$ cat config.mk
export PLATFORM = sky130hd
export DESIGN_NAME = ftm_top
export DESIGN_NICKNAME = d
export VERILOG_FILES = /design/src/rtl/ftm_pkg.sv /design/src/rtl/ftm_top.sv /design/src/rtl/ftm_timebase.sv /design/src/rtl/ftm_tach_chan.sv
export SDC_FILE = /design/constraint.sdc
export NUM_CORES = 1
export LEC_CHECK = 0
export ABC_CLOCK_PERIOD_IN_PS = 5600
export BUFFER_PORTS_ARGS = -buffer_cell sky130_fd_sc_hd__buf_2
export CORE_MARGIN = 2
export CORE_UTILIZATION = 28
export DETAILED_ROUTE_END_ITERATION = 8
export GPL_TIMING_DRIVEN = 0
export PLACE_DENSITY = 0.49
export SYNTH_ARGS = -nofsm -noshare
export SYNTH_HDL_FRONTEND = slang
export SYNTH_HIERARCHICAL = 1
export SYNTH_SLANG_ARGS = --single-unit
$ cat constraint.sdc
create_clock -name clock -period 5.6 [get_ports clock]
set_clock_uncertainty 0.05 [all_clocks]
set_input_delay 1.12 -clock clock [delete_from_list [all_inputs] [get_ports clock]]
set_output_delay 1.12 -clock clock [all_outputs]
set_load 0.01 [all_outputs]
$ cat src/rtl/ftm_pkg.sv
// Constants shared by the fan tachometer period measurement block.
// Assumes one 250 MHz clock and an 8-bit register port with 8-bit addresses.
// Operation
// Speed sense 1 measurements are timed to fan drive output 1.
// Speed sense 3 and 4 measurements are timed to fan drive output 3.
// Shared-drive bit 4 of 0x62 times senses 2, 3 and 4 to drive 3.
// High frequency drive mode needs no timing to a drive output.
// Two-wire fans are measured only in low frequency drive mode.
// A 90 kHz timebase feeds a 16-bit counter for N tach periods.
// N comes from a two-bit field per fan in 0x7B, default two.
// Drive frequency is either a low frequency set or one high frequency.
// Field codes 00, 01, 10, 11 mean one, two, three, four pulses.
// Counting runs from the first tach rising edge to the (N+1)th.
// Reading the low byte freezes the high byte until it is read.
// A result of 0xFFFF marks a stalled or very slow fan.
// The period counter saturates at all ones instead of wrapping.
package ftm_pkg;

	// ----------------------------------------------------------------
	// Register map
	// ----------------------------------------------------------------
	localparam logic [7:0] ADDR_RESULT_BASE = 8'h28;
	localparam logic [7:0] ADDR_RESULT_LAST = 8'h2f;
	localparam logic [7:0] ADDR_ACOUSTIC_ONE = 8'h62;
	localparam logic [7:0] ADDR_TWO_WIRE_CFG = 8'h73;
	localparam logic [7:0] ADDR_DRIVE_CFG = 8'h7c;
	localparam logic [7:0] ADDR_PPR = 8'h7b;

	// ----------------------------------------------------------------
	// Field positions
	// ----------------------------------------------------------------
	localparam int SHARED_DRIVE_BIT = 4;
	localparam int LOW_FREQ_BIT = 2;

	// ----------------------------------------------------------------
	// Reset values
	// ----------------------------------------------------------------
	localparam logic [7:0] ACOUSTIC_ONE_RESET = 8'h00;
	localparam logic [7:0] PPR_RESET = 8'h55;
	localparam logic [7:0] TWO_WIRE_CFG_RESET = 8'h00;
	localparam logic [7:0] DRIVE_CFG_RESET = 8'h00;
	localparam logic [15:0] RESULT_RESET = 16'h0000;
	localparam logic [15:0] RESULT_STALL = 16'hffff;

	// ----------------------------------------------------------------
	// Timing
	// ----------------------------------------------------------------
	localparam int CLOCK_PERIOD_NS = 4;
	localparam int TIMEBASE_PERIOD_NS = 11110;
	localparam int TIMEBASE_CYCLES = TIMEBASE_PERIOD_NS / CLOCK_PERIOD_NS;

	typedef enum logic [0:0] {
		ST_WAIT = 1'b0,
		ST_COUNT = 1'b1
	} ftm_state_e;

endpackage

$ cat src/rtl/ftm_top.sv
// Fan tachometer period measurement: four speed sense channels.
// Assumes drive outputs come from on-chip logic on the same clock and
// speed sense pins are asynchronous.
`timescale 1ns/1ps
module ftm_top #(
	parameter int CNT_W = 16,
	parameter int TICK_DIV = ftm_pkg::TIMEBASE_CYCLES
) (
	// Clock and reset
	input wire logic clock,
	input wire logic rst_n,
	// Register port
	input wire logic [7:0] addr,
	input wire logic [7:0] wr_data,
	input wire logic wr_en,
	input wire logic rd_en,
	output logic [7:0] rd_data,
	// Fan drive outputs, same clock
	input wire logic fan_drive_1,
	input wire logic fan_drive_2,
	input wire logic fan_drive_3,
	// Tachometer pins
	input wire logic speed_sense_1,
	input wire logic speed_sense_2,
	input wire logic speed_sense_3,
	input wire logic speed_sense_4
);

	// ----------------------------------------------------------------
	// Configuration registers
	// ----------------------------------------------------------------
	logic [7:0] acoustic_one_q, acoustic_one_d;
	logic [7:0] ppr_q, ppr_d;
	logic [7:0] two_wire_q, two_wire_d;
	logic [7:0] drive_cfg_q, drive_cfg_d;

	always_comb begin
		acoustic_one_d = acoustic_one_q;
		ppr_d = ppr_q;
		two_wire_d = two_wire_q;
		drive_cfg_d = drive_cfg_q;
		if (wr_en) begin
			case (addr)
				ftm_pkg::ADDR_ACOUSTIC_ONE: acoustic_one_d = wr_data;
				ftm_pkg::ADDR_PPR: ppr_d = wr_data;
				ftm_pkg::ADDR_TWO_WIRE_CFG: two_wire_d = {4'h0, wr_data[3:0]};
				ftm_pkg::ADDR_DRIVE_CFG: drive_cfg_d = wr_data;
				default: begin
				end
			endcase
		end
	end

	always_ff @(posedge clock) begin
		if (!rst_n) begin
			acoustic_one_q <= ftm_pkg::ACOUSTIC_ONE_RESET;
			ppr_q <= ftm_pkg::PPR_RESET;
			two_wire_q <= ftm_pkg::TWO_WIRE_CFG_RESET;
			drive_cfg_q <= ftm_pkg::DRIVE_CFG_RESET;
		end else begin
			acoustic_one_q <= acoustic_one_d;
			ppr_q <= ppr_d;
			two_wire_q <= two_wire_d;
			drive_cfg_q <= drive_cfg_d;
		end
	end

	// ----------------------------------------------------------------
	// Pin synchronisers and edge detect
	// ----------------------------------------------------------------
	logic [3:0] sense_meta_q, sense_sync_q, sense_prev_q;
	logic [3:0] sense_rise;

	always_ff @(posedge clock) begin
		if (!rst_n) begin
			// Pins idle high behind pull-ups; a low reset would fake a rise
			sense_meta_q <= 4'hf;
			sense_sync_q <= 4'hf;
			sense_prev_q <= 4'hf;
		end else begin
			sense_meta_q <= {speed_sense_4, speed_sense_3, speed_sense_2, speed_sense_1};
			sense_sync_q <= sense_meta_q;
			sense_prev_q <= sense_sync_q;
		end
	end

	assign sense_rise = sense_sync_q & ~sense_prev_q;

	// ----------------------------------------------------------------
	// Drive timing select and channel gating
	// ----------------------------------------------------------------
	logic low_freq;
	logic shared_drive;
	logic [3:0] timed_drive;
	logic [3:0] chan_active;

	// Code 00 counts one period, so the window needs code plus one more edge
	function automatic logic [2:0] edges_for(input logic [1:0] code);
		edges_for = {1'b0, code} + 3'h1;
	endfunction

	assign low_freq = drive_cfg_q[ftm_pkg::LOW_FREQ_BIT];
	assign shared_drive = acoustic_one_q[ftm_pkg::SHARED_DRIVE_BIT];

	always_comb begin
		timed_drive[0] = fan_drive_1;
		timed_drive[1] = shared_drive ? fan_drive_3 : fan_drive_2;
		timed_drive[2] = fan_drive_3;
		timed_drive[3] = fan_drive_3;
		for (int i = 0; i < 4; i++) begin
			if (!low_freq) begin
				// Continuously powered fans: tach is valid at any time
				chan_active[i] = !two_wire_q[i];
			end else begin
				chan_active[i] = timed_drive[i];
			end
		end
	end

	// ----------------------------------------------------------------
	// Timebase and period counters
	// ----------------------------------------------------------------
	logic tick;
	logic [CNT_W-1:0] result [4];

	ftm_timebase #(
		.DIV(TICK_DIV)
	) u_timebase (
		.clock(clock),
		.rst_n(rst_n),
		.tick(tick)
	);

	for (genvar g = 0; g < 4; g++) begin : g_chan
		ftm_tach_chan #(
			.CNT_W(CNT_W)
		) u_chan (
			.clock(clock),
			.rst_n(rst_n),
			.tick(tick),
			.tach_rise(sense_rise[g]),
			.active(chan_active[g]),
			.edges_needed(edges_for(ppr_q[2*g +: 2])),
			.result(result[g])
		);
	end

	// ----------------------------------------------------------------
	// Result read with high byte freeze
	// ----------------------------------------------------------------
	// Low byte read snapshots the high byte so a count rolling over
	// between the two reads cannot tear the value.
	logic [3:0] frozen_q, frozen_d;
	logic [7:0] hold_q [4];
	logic [7:0] hold_d [4];
	logic [7:0] rd_data_q, rd_data_d;
	logic res_hit;
	logic [1:0] res_chan;
	logic res_high;

	assign res_hit = addr >= ftm_pkg::ADDR_RESULT_BASE && addr <= ftm_pkg::ADDR_RESULT_LAST;
	assign res_chan = 2'((addr - ftm_pkg::ADDR_RESULT_BASE) >> 1);
	assign res_high = addr[0];

	always_comb begin
		frozen_d = frozen_q;
		hold_d = hold_q;
		rd_data_d = 8'h00;
		if (rd_en) begin
			if (res_hit) begin
				if (!res_high) begin
					rd_data_d = result[res_chan][7:0];
					hold_d[res_chan] = result[res_chan][15:8];
					frozen_d[res_chan] = 1'b1;
				end else begin
					rd_data_d = frozen_q[res_chan] ? hold_q[res_chan]
						: result[res_chan][15:8];
					frozen_d[res_chan] = 1'b0;
				end
			end else begin
				case (addr)
					ftm_pkg::ADDR_ACOUSTIC_ONE: rd_data_d = acoustic_one_q;
					ftm_pkg::ADDR_PPR: rd_data_d = ppr_q;
					ftm_pkg::ADDR_TWO_WIRE_CFG: rd_data_d = two_wire_q;
					ftm_pkg::ADDR_DRIVE_CFG: rd_data_d = drive_cfg_q;
					default: rd_data_d = 8'h00;
				endcase
			end
		end
	end

	always_ff @(posedge clock) begin
		if (!rst_n) begin
			frozen_q <= 4'h0;
			for (int i = 0; i < 4; i++) begin
				hold_q[i] <= 8'h00;
			end
			rd_data_q <= 8'h00;
		end else begin
			frozen_q <= frozen_d;
			hold_q <= hold_d;
			rd_data_q <= rd_data_d;
		end
	end

	assign rd_data = rd_data_q;
endmodule

$ cat src/rtl/ftm_timebase.sv
// Timebase divider for the fan period counters.
// Assumes the system clock; emits a one-cycle tick each timebase period.
`timescale 1ns/1ps
module ftm_timebase #(
	parameter int DIV = ftm_pkg::TIMEBASE_CYCLES
) (
	// Clock and reset
	input wire logic clock,
	input wire logic rst_n,
	// Tick out
	output logic tick
);

	logic [11:0] div_q, div_d;
	logic tick_q, tick_d;

	always_comb begin
		div_d = div_q + 12'h001;
		tick_d = 1'b0;
		if (div_q == 12'(DIV - 1)) begin
			div_d = 12'h000;
			tick_d = 1'b1;
		end
	end

	always_ff @(posedge clock) begin
		if (!rst_n) begin
			div_q <= 12'h000;
			tick_q <= 1'b0;
		end else begin
			div_q <= div_d;
			tick_q <= tick_d;
		end
	end

	assign tick = tick_q;

	// Cycles since the last tick, for the period checks only; a counter
	// rather than a delay, since the real divider is far too long to unroll
	logic [11:0] gap_q, gap_d;
	logic seen_q, seen_d;

	always_comb begin
		gap_d = tick_q ? 12'h000 : gap_q + 12'h001;
		seen_d = seen_q | tick_q;
	end

	always_ff @(posedge clock) begin
		if (!rst_n) begin
			gap_q <= 12'h000;
			seen_q <= 1'b0;
		end else begin
			gap_q <= gap_d;
			seen_q <= seen_d;
		end
	end
endmodule

$ cat src/rtl/ftm_tach_chan.sv
// One fan period counter channel.
// Assumes tach_rise is a synchronised one-cycle edge and tick the timebase.
`timescale 1ns/1ps
module ftm_tach_chan #(
	parameter int CNT_W = 16
) (
	// Clock and reset
	input wire logic clock,
	input wire logic rst_n,
	// Timing inputs
	input wire logic tick,
	input wire logic tach_rise,
	input wire logic active,
	input wire logic [2:0] edges_needed,
	// Result
	output logic [CNT_W-1:0] result
);

	localparam logic [CNT_W-1:0] CNT_MAX = {CNT_W{1'b1}};

	ftm_pkg::ftm_state_e st_q, st_d;
	logic [CNT_W-1:0] cnt_q, cnt_d;
	logic [CNT_W-1:0] res_q, res_d;
	logic [2:0] edg_q, edg_d;

	always_comb begin
		st_d = st_q;
		cnt_d = cnt_q;
		res_d = res_q;
		edg_d = edg_q;
		if (!active) begin
			// Drive off: nothing valid to measure, restart cleanly later
			st_d = ftm_pkg::ST_WAIT;
			cnt_d = '0;
		end else begin
			case (st_q)
				ftm_pkg::ST_WAIT: begin
					if (tach_rise) begin
						st_d = ftm_pkg::ST_COUNT;
						cnt_d = '0;
						edg_d = edges_needed;
					end
				end
				ftm_pkg::ST_COUNT: begin
					if (tach_rise && edg_q == 3'h1) begin
						// Closing edge opens the next window back to back
						res_d = cnt_q;
						cnt_d = '0;
						edg_d = edges_needed;
					end else if (cnt_q == CNT_MAX) begin
						res_d = CNT_MAX;
						st_d = ftm_pkg::ST_WAIT;
						cnt_d = '0;
					end else begin
						if (tach_rise) begin
							edg_d = edg_q - 3'h1;
						end
						if (tick) begin
							cnt_d = cnt_q + 1'b1;
						end
					end
				end
				default: begin
					st_d = ftm_pkg::ST_WAIT;
				end
			endcase
		end
	end

	always_ff @(posedge clock) begin
		if (!rst_n) begin
			st_q <= ftm_pkg::ST_WAIT;
			cnt_q <= '0;
			res_q <= '0;
			edg_q <= 3'h2;
		end else begin
			st_q <= st_d;
			cnt_q <= cnt_d;
			res_q <= res_d;
			edg_q <= edg_d;
		end
	end

	assign result = res_q;
endmodule

==> impl_metrics.toml, run 1 <==
[finish]
area_growth_pct = 15.5
fin_nets = 1358
final_cells = 1874
drive_gt1_share_pct = 19.6
regArea_sq_um = 4820
fillers = 4362
final_area_sq_um = 13800
antenna_cells = 0
multi_input_area_sq_um = 6590

[grt]
antenna_found_initial = 0
grt_overflow = 0
grt_pass1_vias = 9240
grt_max_degree = 29
grt_pass1_wl_microns = 54500
grt_usage_pct = 15.4

[min_path]
min-delay-start = "sense_meta_q[3]$_SDFF_PN1_"
hold_class = "flop to flop"
holdPathStages = 1

[sta]
report.final.setup_viol = 0
slew_viol_final = 0
max_slew_margin_pct = 24.8
holdWs_ns = 0.356
tns_ns = 0
fin_crit_ns = 3.26
hold_viol_final = 0
tightestPinTransition_ns = 1.12
fmax_mhz = 307
grt_setup_unrepaired = "false"
min_period_over_period_pct = 58.2

[route]
firstDrtPassIters = 6
routedWlPerCell_microns = 18.4
vias = 9886
drtIter0Drc = 751
wl_met3_microns = 1350
ant_nets = 0
met1Wirelength_microns = 16900
drc = 0
highest_layer = "met4"
vias_per_cell = 5.28
dr_wl_met2_microns = 15300
routed_wl_microns = 34500

[die]
die_area_sq_um = 44400
core_sq_um = 42000
die_h_microns = 211
start_util_pct = 28.5
ioPinCount = 35
rows = 75
die_w_microns = 211

[setup_path]
r2r-start = "drive_cfg_q[2]$_SDFFE_PN0P_"
startpoint = "fan_drive_3"
required_ns = 6.06
endpoint_kind = "flop"
startpoint_type = "input pin"
reg2reg_depth = 6
path_class = "input pin to flop"
crit_arrival_ns = 3.72
critPathMaxFanout = 10

[clocking]
cts_made_buffers = 30
cts_tree = "built"
cts_resized = 0
post_cts_buffers = 0
clock_latency_ns = 0.59
max-clock-path-buffers = 3
cts_hold_buf = 0
clockRootBuffer = "clkbuf_16"
htree_levels = 1
cts_num_sinks = 241
clk_pin_slew_ns = 0.06

[synthesis]
synth_cell_types = 79
ys.warnings.count = 6
ys.flop_type = "dfxtp_1"
synth_top_area_share_pct = 40.3
synth_cells = 1247
netlist_area_sq_um = 12000
ys_async_sr_fraction_pct = 0
yosysSeqAreaShare_pct = 40.3
avgSynthCellArea_sq_um = 9.60
synthTopCellsByArea = "dfxtp_1 40%, mux2i_1 5.5%, o221a_2 4.9%"
synth_common_cells = "241 x dfxtp_1, 108 x nand2_1, 82 x nand3_1, 66 x mux2i_1"
synth_nets = 1292
synth_edf_count = 0
yosysTopAreaCell = "dfxtp_1"
ys_ff_latch = 241
yosysMostFrequentCell = "dfxtp_1"

[placed_design]
place.gp.congestion = 0.803
io_buffers = 34
place_inst = 1820
hpwlAfterDp_microns = 25000
detailed_place.area_sq_um = 12800

[run_status]
status = "finished, final reports clean"

[power]
power_leakage_uw = 0.00502
powerDensity_nw_per_um2 = 278
ir_drop_uv = 244

[run]
drv_cap = 0
-- path summary, 6_finish.rpt --
kind / endpoint / slack [ns]
setup / recovery: g_chan[1].u_chan/cnt_q[15]$_SDFFE_PN0P_ / 2.34
hold / removal: sense_sync_q[3]$_SDFF_PN1_ / 0.36
setup reg to reg: g_chan[1].u_chan/cnt_q[15]$_SDFFE_PN0P_ / 2.40
hold reg to reg: sense_sync_q[3]$_SDFF_PN1_ / 0.36
-- stage by stage --
stage	util, %	power, uW	setup WS [ns]
2_1_floorplan	-	1870	2.90
3_3_place_gp	30.5	1930	1.80
3_5_place_dp	30.5	1930	1.72
4_1_cts	32.9	3910	2.33
5_1_grt	32.9	3990	2.12
6_report	32.9	3850	2.34
-- cells by family (layout without fill, tap and decap cells) --
family | after synthesis | in the layout | share of synthesized area (%)
adder cells (fa/ha/maj) | 18 | 18 | 1.88
multiplexers | 93 | 93 | 9.88
flip-flops | 241 | 241 | 40.3
AO/OA/AOI/OAI | 280 | 280 | 18.4
AND/OR/NAND/NOR | 496 | 496 | 24.2
buffers and inverters | 109 | 197 | 4.63
XOR/XNOR | 10 | 10 | 0.732
-- worst max-delay path, stage by stage --
cell     delay [ns]
buf_2          0.12
mux2i_1        0.08
mux2i_1        0.81
nand2_1        0.36
nor4_2         0.83
nor3b_1        0.27
a21o_1         0.10
-- metal layers --
layer / up-vias / global-route usage, %
met2: 206 / 24.4
met3: 53 / 2.26
met5: - / 0
met1: 4781 / 21.9
met4: 0 / 4.32
li1: 4846 / -
-- power by group --
part           total [uW]  internal, uW  switching [uW]
clock                1950          1150             800
combinational         167          55.9             111
sequential           1730          1720            4.13
-- cell type report --
| class | count | share of cell area, % |
|---|---|---|
| clock inverters | 17 | 1.23 |
| well taps | 539 | 4.88 |
| inverters | 34 | 0.923 |
| clock buffers | 37 | 6.06 |
| plain buffers | 75 | 3.09 |
| repair buffers | 34 | 1.23 |
| multi-input cells | 897 | 47.7 |
| flip-flops and latches | 241 | 34.9 |
-- layout by cell type, fill, tap and decap left out, types with 10 or more instances in the layout --
cell / Yosys / final
nor4_1: 12 / 12
nand3_1: 82 / 82
nand2b_1: 19 / 19
a21boi_0: 14 / 14
nor2_1: 52 / 52
clkinv_2: 0 / 11
a21o_1: 18 / 18
nor3_1: 48 / 48
clkbuf_16: 0 / 30
buf_2: 14 / 48
a31oi_1: 20 / 20
mux2i_1: 66 / 66
a22oi_1: 14 / 14
nor2b_1: 52 / 52
a21oi_1: 50 / 50
and3_1: 12 / 12
o221a_1: 12 / 12
o211ai_1: 10 / 10
o21ai_0: 26 / 26
o221a_2: 52 / 52
mux4_2: 14 / 14
nand2_1: 108 / 108
nand4_1: 30 / 30
dfxtp_1: 241 / 241
buf_4: 13 / 13
clkbuf_1: 28 / 29
inv_1: 33 / 33
ha_1: 18 / 18
-- registers in the layout (all words and copies together) (netlist names), 8 cells and up, named ones only --
register / count
ppr_q: 8
g_chan.u_chan/result: 64
drive_cfg_q: 8
g_chan.u_chan/cnt_q: 64
g_chan.u_chan/edg_q: 12
rd_data: 8
hold_q: 32
acoustic_one_q: 8
u_timebase/div_q: 12
(Power assumes the default switching activity.)
==> run 2: changes to the inputs <==
--- a/config.mk
+++ b/config.mk
@@ -5,7 +5,7 @@
 export SDC_FILE = /design/constraint.sdc
 export NUM_CORES = 1
 export LEC_CHECK = 0
-export ABC_CLOCK_PERIOD_IN_PS = 5600
+export ABC_CLOCK_PERIOD_IN_PS = 3100
 export BUFFER_PORTS_ARGS = -buffer_cell sky130_fd_sc_hd__buf_2
 export CORE_MARGIN = 2
 export CORE_UTILIZATION = 28
==> constraint.sdc (replaced) <==
create_clock -name clock -period 3.1 [get_ports clock]
set_clock_uncertainty 0.05 [all_clocks]
set_input_delay 0.62 -clock clock [delete_from_list [all_inputs] [get_ports clock]]
set_output_delay 0.62 -clock clock [all_outputs]
set_load 0.01 [all_outputs]
==> impl_metrics.toml, run 2 (synthesis gave the netlist of run 1 again) <==
[power]
seq_power_share_pct = 44.8
pwr-share-comb_pct = 4.3
power_leakage_uw = 0.00503
p_int_uw = 5300
power_frac_clock_pct = 50.8
p_switching_uw = 1660
switching_share_pct = 23.9
powerDensity_nw_per_um2 = 503
ir_drop_uv = 443
power.total_uw = 6960

[finish]
mostFrequentLayoutCells = "241 x dfxtp_1, 108 x nand2_1, 82 x nand3_1"
final_util_pct = 32.9
fillers = 4357
antenna_cells = 0
mostFrequentLayoutCell = "dfxtp_1"
area_growth_pct = 15.6
drive_gt1_share_pct = 19.6
fin_nets = 1358

[setup_path]
critPathMaxFanout = 8
required_ns = 3.54
reg2reg_depth = 6
startpoint_type = "flop"
startpoint = "drive_cfg_q[2]$_SDFFE_PN0P_"
crit_arrival_ns = 3.26
ff2ff_setup_slack_ns = 0.27
r2r-start = "drive_cfg_q[2]$_SDFFE_PN0P_"
endpoint_kind = "flop"
path_class = "flop to flop"

[clocking]
cts_made_buffers = 30
clk_pin_slew_ns = 0.06
cts_tree = "built"
max-clock-path-buffers = 3
htree_levels = 1
clockRootBuffer = "clkbuf_16"
post_cts_buffers = 0
cts_num_sinks = 241
clock_latency_ns = 0.59

[min_path]
min-delay-start = "speed_sense_1"
holdPathStages = 2
hold_class = "input pin to flop"

[grt]
grt_pass1_wl_microns = 54500
grt_pass1_vias = 9237
grt_usage_pct = 15.4
grt_max_degree = 29
antenna_found_initial = 0
grt_overflow = 0

[route]
drc = 0
routed_wl_microns = 34500
routedWlPerCell_microns = 18.4
firstDrtPassIters = 5
vias = 9916
vias_per_cell = 5.29
drtIter0Drc = 703
ant_nets = 0

[sta]
report.final.setup_viol = 0
fin_crit_ns = 2.83
fmax_mhz = 354
max_slew_margin_pct = 38.1
tns_ns = 0
hold_viol_final = 0
worst_slack_ns = 0.275
min_period_over_period_pct = 91.1
grt_setup_unrepaired = "false"
tightestPinTransition_ns = 0.921
slew_viol_final = 0

[placed_design]
hpwlAfterDp_microns = 25000
place.gp.congestion = 0.803
io_buffers = 34
dp_slack_ns = -0.277

[die]
die_area_sq_um = 44400
start_util_pct = 28.5
ioPinCount = 35
core_sq_um = 42000
die_w_microns = 211
rows = 75
die_h_microns = 211

[run_status]
status = "finished, final reports clean"

[run]
drv_cap = 0
run 2: cell counts in the layout (fill, tap and decap cells not counted):
Identical to the previous run, type by type.
run 2: final cells by class:
| type | count | area (sq um) | area share, % |
|---|---|---|---|
| multi-input cells | 897 | 6600 | 47.7 |
| flip-flops and latches | 241 | 4820 | 34.9 |
| clock buffers | 37 | 837 | 6.05 |
| well taps | 539 | 674 | 4.88 |
| plain buffers | 75 | 427 | 3.08 |
| clock inverters | 17 | 170 | 1.23 |
| repair buffers | 34 | 170 | 1.23 |
| inverters | 34 | 128 | 0.923 |
run 2: critical path, cell delays in order, from the launching register on:
cell and delay, ns:
dfxtp_1 0.30, clkbuf_1 0.31, mux2i_2 0.68, nand4_1 0.34, o31ai_1 0.79, a21oi_1 0.07
o21ai_0 0.18
run 2: metal layers:
layer	part of all wire (%)	track usage [%]
met3	4.3	2.26
met1	49	21.9
met4	2.7	4.32
met5	0	0
met2	44	24.4
run 2: repair_timing:
| item | 4_1_cts | 5_1_grt |
|---|---|---|
| setup endpoints to repair | 10 | 9 |
| hold endpoints to repair | 0 | 0 |
| gates resized for setup | 2 | 2 |
| hold buffers | 0 | 0 |
run 2: through the flow:
step                instance area [sq um]  hold slack, ns  instances
floorplan                           12000           0.336       1247
global placement                    12800           0.342       1820
finish                              13800           0.156       1874
global route                        13800           0.144       1874
detailed placement                  12800           0.344       1820
CTS                                 13800           0.134       1874
run 2: path summary, 6_finish.rpt:
check / to
hold / removal: sense_meta_q[0]$_SDFF_PN1_
hold reg to reg: sense_sync_q[3]$_SDFF_PN1_
setup reg to reg: g_chan[1].u_chan/cnt_q[14]$_SDFFE_PN0P_
setup / recovery: g_chan[1].u_chan/cnt_q[14]$_SDFFE_PN0P_
run 2: power by group through the flow:
stage	Sequential, uW	Combinational, uW	Clock, uW
finish	3120	301	3540
global route	3120	327	3760
CTS	3120	302	3640
detailed placement	3190	300	0
global placement	3190	299	0
floorplan	3190	191	0
==> run 3: changes to the inputs <==
--- a/config.mk
+++ b/config.mk
@@ -8,10 +8,10 @@
 export ABC_CLOCK_PERIOD_IN_PS = 3100
 export BUFFER_PORTS_ARGS = -buffer_cell sky130_fd_sc_hd__buf_2
 export CORE_MARGIN = 2
-export CORE_UTILIZATION = 28
+export CORE_UTILIZATION = 60
 export DETAILED_ROUTE_END_ITERATION = 8
 export GPL_TIMING_DRIVEN = 0
-export PLACE_DENSITY = 0.49
+export PLACE_DENSITY = 0.84
 export SYNTH_ARGS = -nofsm -noshare
 export SYNTH_HDL_FRONTEND = slang
 export SYNTH_HIERARCHICAL = 1
==> impl_metrics.toml, run 3 (synthesis gave the netlist of run 1 again) <==
[placed_design]
place.gp.congestion = 0.958
detailed_place.area_sq_um = 12500
hpwlAfterDp_microns = 21900
dp_slack_ns = 0.0464
io_buffers = 34

[setup_path]
ff2ff_setup_slack_ns = 0.23
path_class = "flop to flop"
r2r-start = "drive_cfg_q[2]$_SDFFE_PN0P_"
critPathMaxFanout = 10
r2r_end = "g_chan[1].u_chan/cnt_q[13]$_SDFFE_PN0P_"
required_ns = 3.51
crit_arrival_ns = 3.28
cpPeakStageDelay_ns = 0.76
crit_chain = "clkbuf_1 > mux2i_2 > nand2_1 > nor4_2 > and3_1 > a221o_1"
startpoint_type = "flop"
path_delay_family = "simple AND/OR/NAND/NOR gates"
endpoint_kind = "flop"
reg2reg_depth = 6
critPathSlowestCell = "nor4_2"
path_buf_inv = 1

[sta]
worst_slack_ns = 0.234
tightestPinTransition_ns = 0.888
tns_ns = 0
grt_setup_unrepaired = "false"
fmax_mhz = 349
slew_viol_final = 0
min_period_over_period_pct = 92.5
report.final.setup_viol = 0
max_slew_margin_pct = 40.3
hold_viol_final = 0
fin_crit_ns = 2.87

[die]
start_util_pct = 61.3
ioPinCount = 35
die_w_microns = 145
core_sq_um = 19500
die_area_sq_um = 21100
die_h_microns = 145
rows = 51

[clocking]
clk_pin_slew_ns = 0.06
cts_tree = "built"
cts_resized = 0
cts_made_buffers = 25
htree_levels = 1
cts_num_sinks = 241
clock_latency_ns = 0.53
max-clock-path-buffers = 3
cts_hold_buf = 0
post_cts_buffers = 0
clockRootBuffer = "clkbuf_16"

[grt]
grt_overflow = 0
grt_pass1_wl_microns = 50100
grt_usage_pct = 28.8
antenna_found_initial = 0
grt_pass1_vias = 9727
grt_max_degree = 29

[power]
power_leakage_uw = 0.00492
powerDensity_nw_per_um2 = 480
ir_drop_uv = 498

[run]
drv_cap = 0

[min_path]
hold_class = "input pin to flop"
holdPathStages = 2
min-delay-start = "speed_sense_3"
whs_endpoint = "sense_meta_q[2]$_SDFF_PN1_"

[route]
firstDrtPassIters = 5
drtIter0Drc = 840
vias = 10295
vias_per_cell = 6.47
ant_nets = 0
routedWlPerCell_microns = 19.4
drc = 0
routed_wl_microns = 30800

[finish]
area_growth_pct = 11.1
mostFrequentLayoutCell = "dfxtp_1"
final_area_sq_um = 13300
drive_gt1_share_pct = 18.6
antenna_cells = 0
fillers = 1477
mostFrequentLayoutCells = "241 x dfxtp_1, 108 x nand2_1, 82 x nand3_1"
fin_nets = 1353

[run_status]
status = "finished, final reports clean"
==> run 3: changes by cell type in the layout (fill, tap and decap cells not counted), sizes merged <==
cell,delta
bufinv,-1
clkbuf,+2
clkinv,-10
clkinvlp,-1
==> run 3: layout make-up <==
class / count / area [sq um] / area share, %
inverters: 34 / 128 / 0.960
well taps: 265 / 332 / 2.49
clock inverters: 5 / 53.8 / 0.405
plain buffers: 75 / 427 / 3.21
clock buffers: 39 / 758 / 5.70
flip-flops and latches: 241 / 4820 / 36.3
multi-input cells: 897 / 6600 / 49.7
repair buffers: 34 / 170 / 1.28
==> run 3: worst max-delay path by stage <==
stage / slack (ns) / startpoint / depth (start not counted) / to
floorplan: 0.90 / fan_drive_3 / 6 / g_chan[1].u_chan/cnt_q[13]$_SDFFE_PN0P_
global placement: 0.10 / fan_drive_3 / 7 / g_chan[1].u_chan/cnt_q[13]$_SDFFE_PN0P_
detailed placement: 0.05 / fan_drive_3 / 7 / g_chan[1].u_chan/cnt_q[13]$_SDFFE_PN0P_
CTS: 0.02 / drive_cfg_q[2]$_SDFFE_PN0P_ / 6 / g_chan[3].u_chan/cnt_q[13]$_SDFFE_PN0P_
global route: 0.0008 / drive_cfg_q[2]$_SDFFE_PN0P_ / 9 / g_chan[2].u_chan/cnt_q[5]$_SDFFE_PN0P_
finish: 0.23 / drive_cfg_q[2]$_SDFFE_PN0P_ / 6 / g_chan[1].u_chan/cnt_q[13]$_SDFFE_PN0P_
==> run 3: worst register-to-register path, delay by kind of cell (launching register included) <==
kind / cells / cell delay (ns)
DFF: 1 / 0.31
muxes: 1 / 0.64
and+or+nand+nor: 3 / 1.35
buffers and inverters: 1 / 0.34
AOI/OAI and AO/OA: 1 / 0.11
==> run 3: stage by stage <==
step	utilization [%]	power [uW]	std cells	hold slack, ns
2_1_floorplan	-	3380	1247	0.336
3_3_place_gp	63.9	3470	1546	0.338
3_5_place_dp	63.9	3470	1546	0.344
4_1_cts	68.0	6400	1590	0.215
5_1_grt	68.1	6560	1590	0.233
6_report	68.1	6380	1590	0.219
==> run 3: layer usage <==
| layer | global-route usage [%] | vias to the layer above | part of all wire [%] | routed length [microns] |
|---|---|---|---|---|
| li1 | - | 4833 | - | - |
| met1 | 38.1 | 4901 | 41 | 12700 |
| met5 | 0 | - | 0 | 0 |
| met4 | 12.1 | 0 | 4.5 | 1380 |
| met2 | 46.4 | 458 | 45 | 14000 |
| met3 | 5.28 | 103 | 8.7 | 2680 |
==> run 3: where the power goes <==
group          internal [uW]  switching [uW]  total, uW  leakage (uW)
Clock                   1750            1210       2970      0.000403
Combinational            101             194        295       0.00258
Sequential              3110            8.76       3120       0.00194
Total                   4970            1420       6380       0.00492
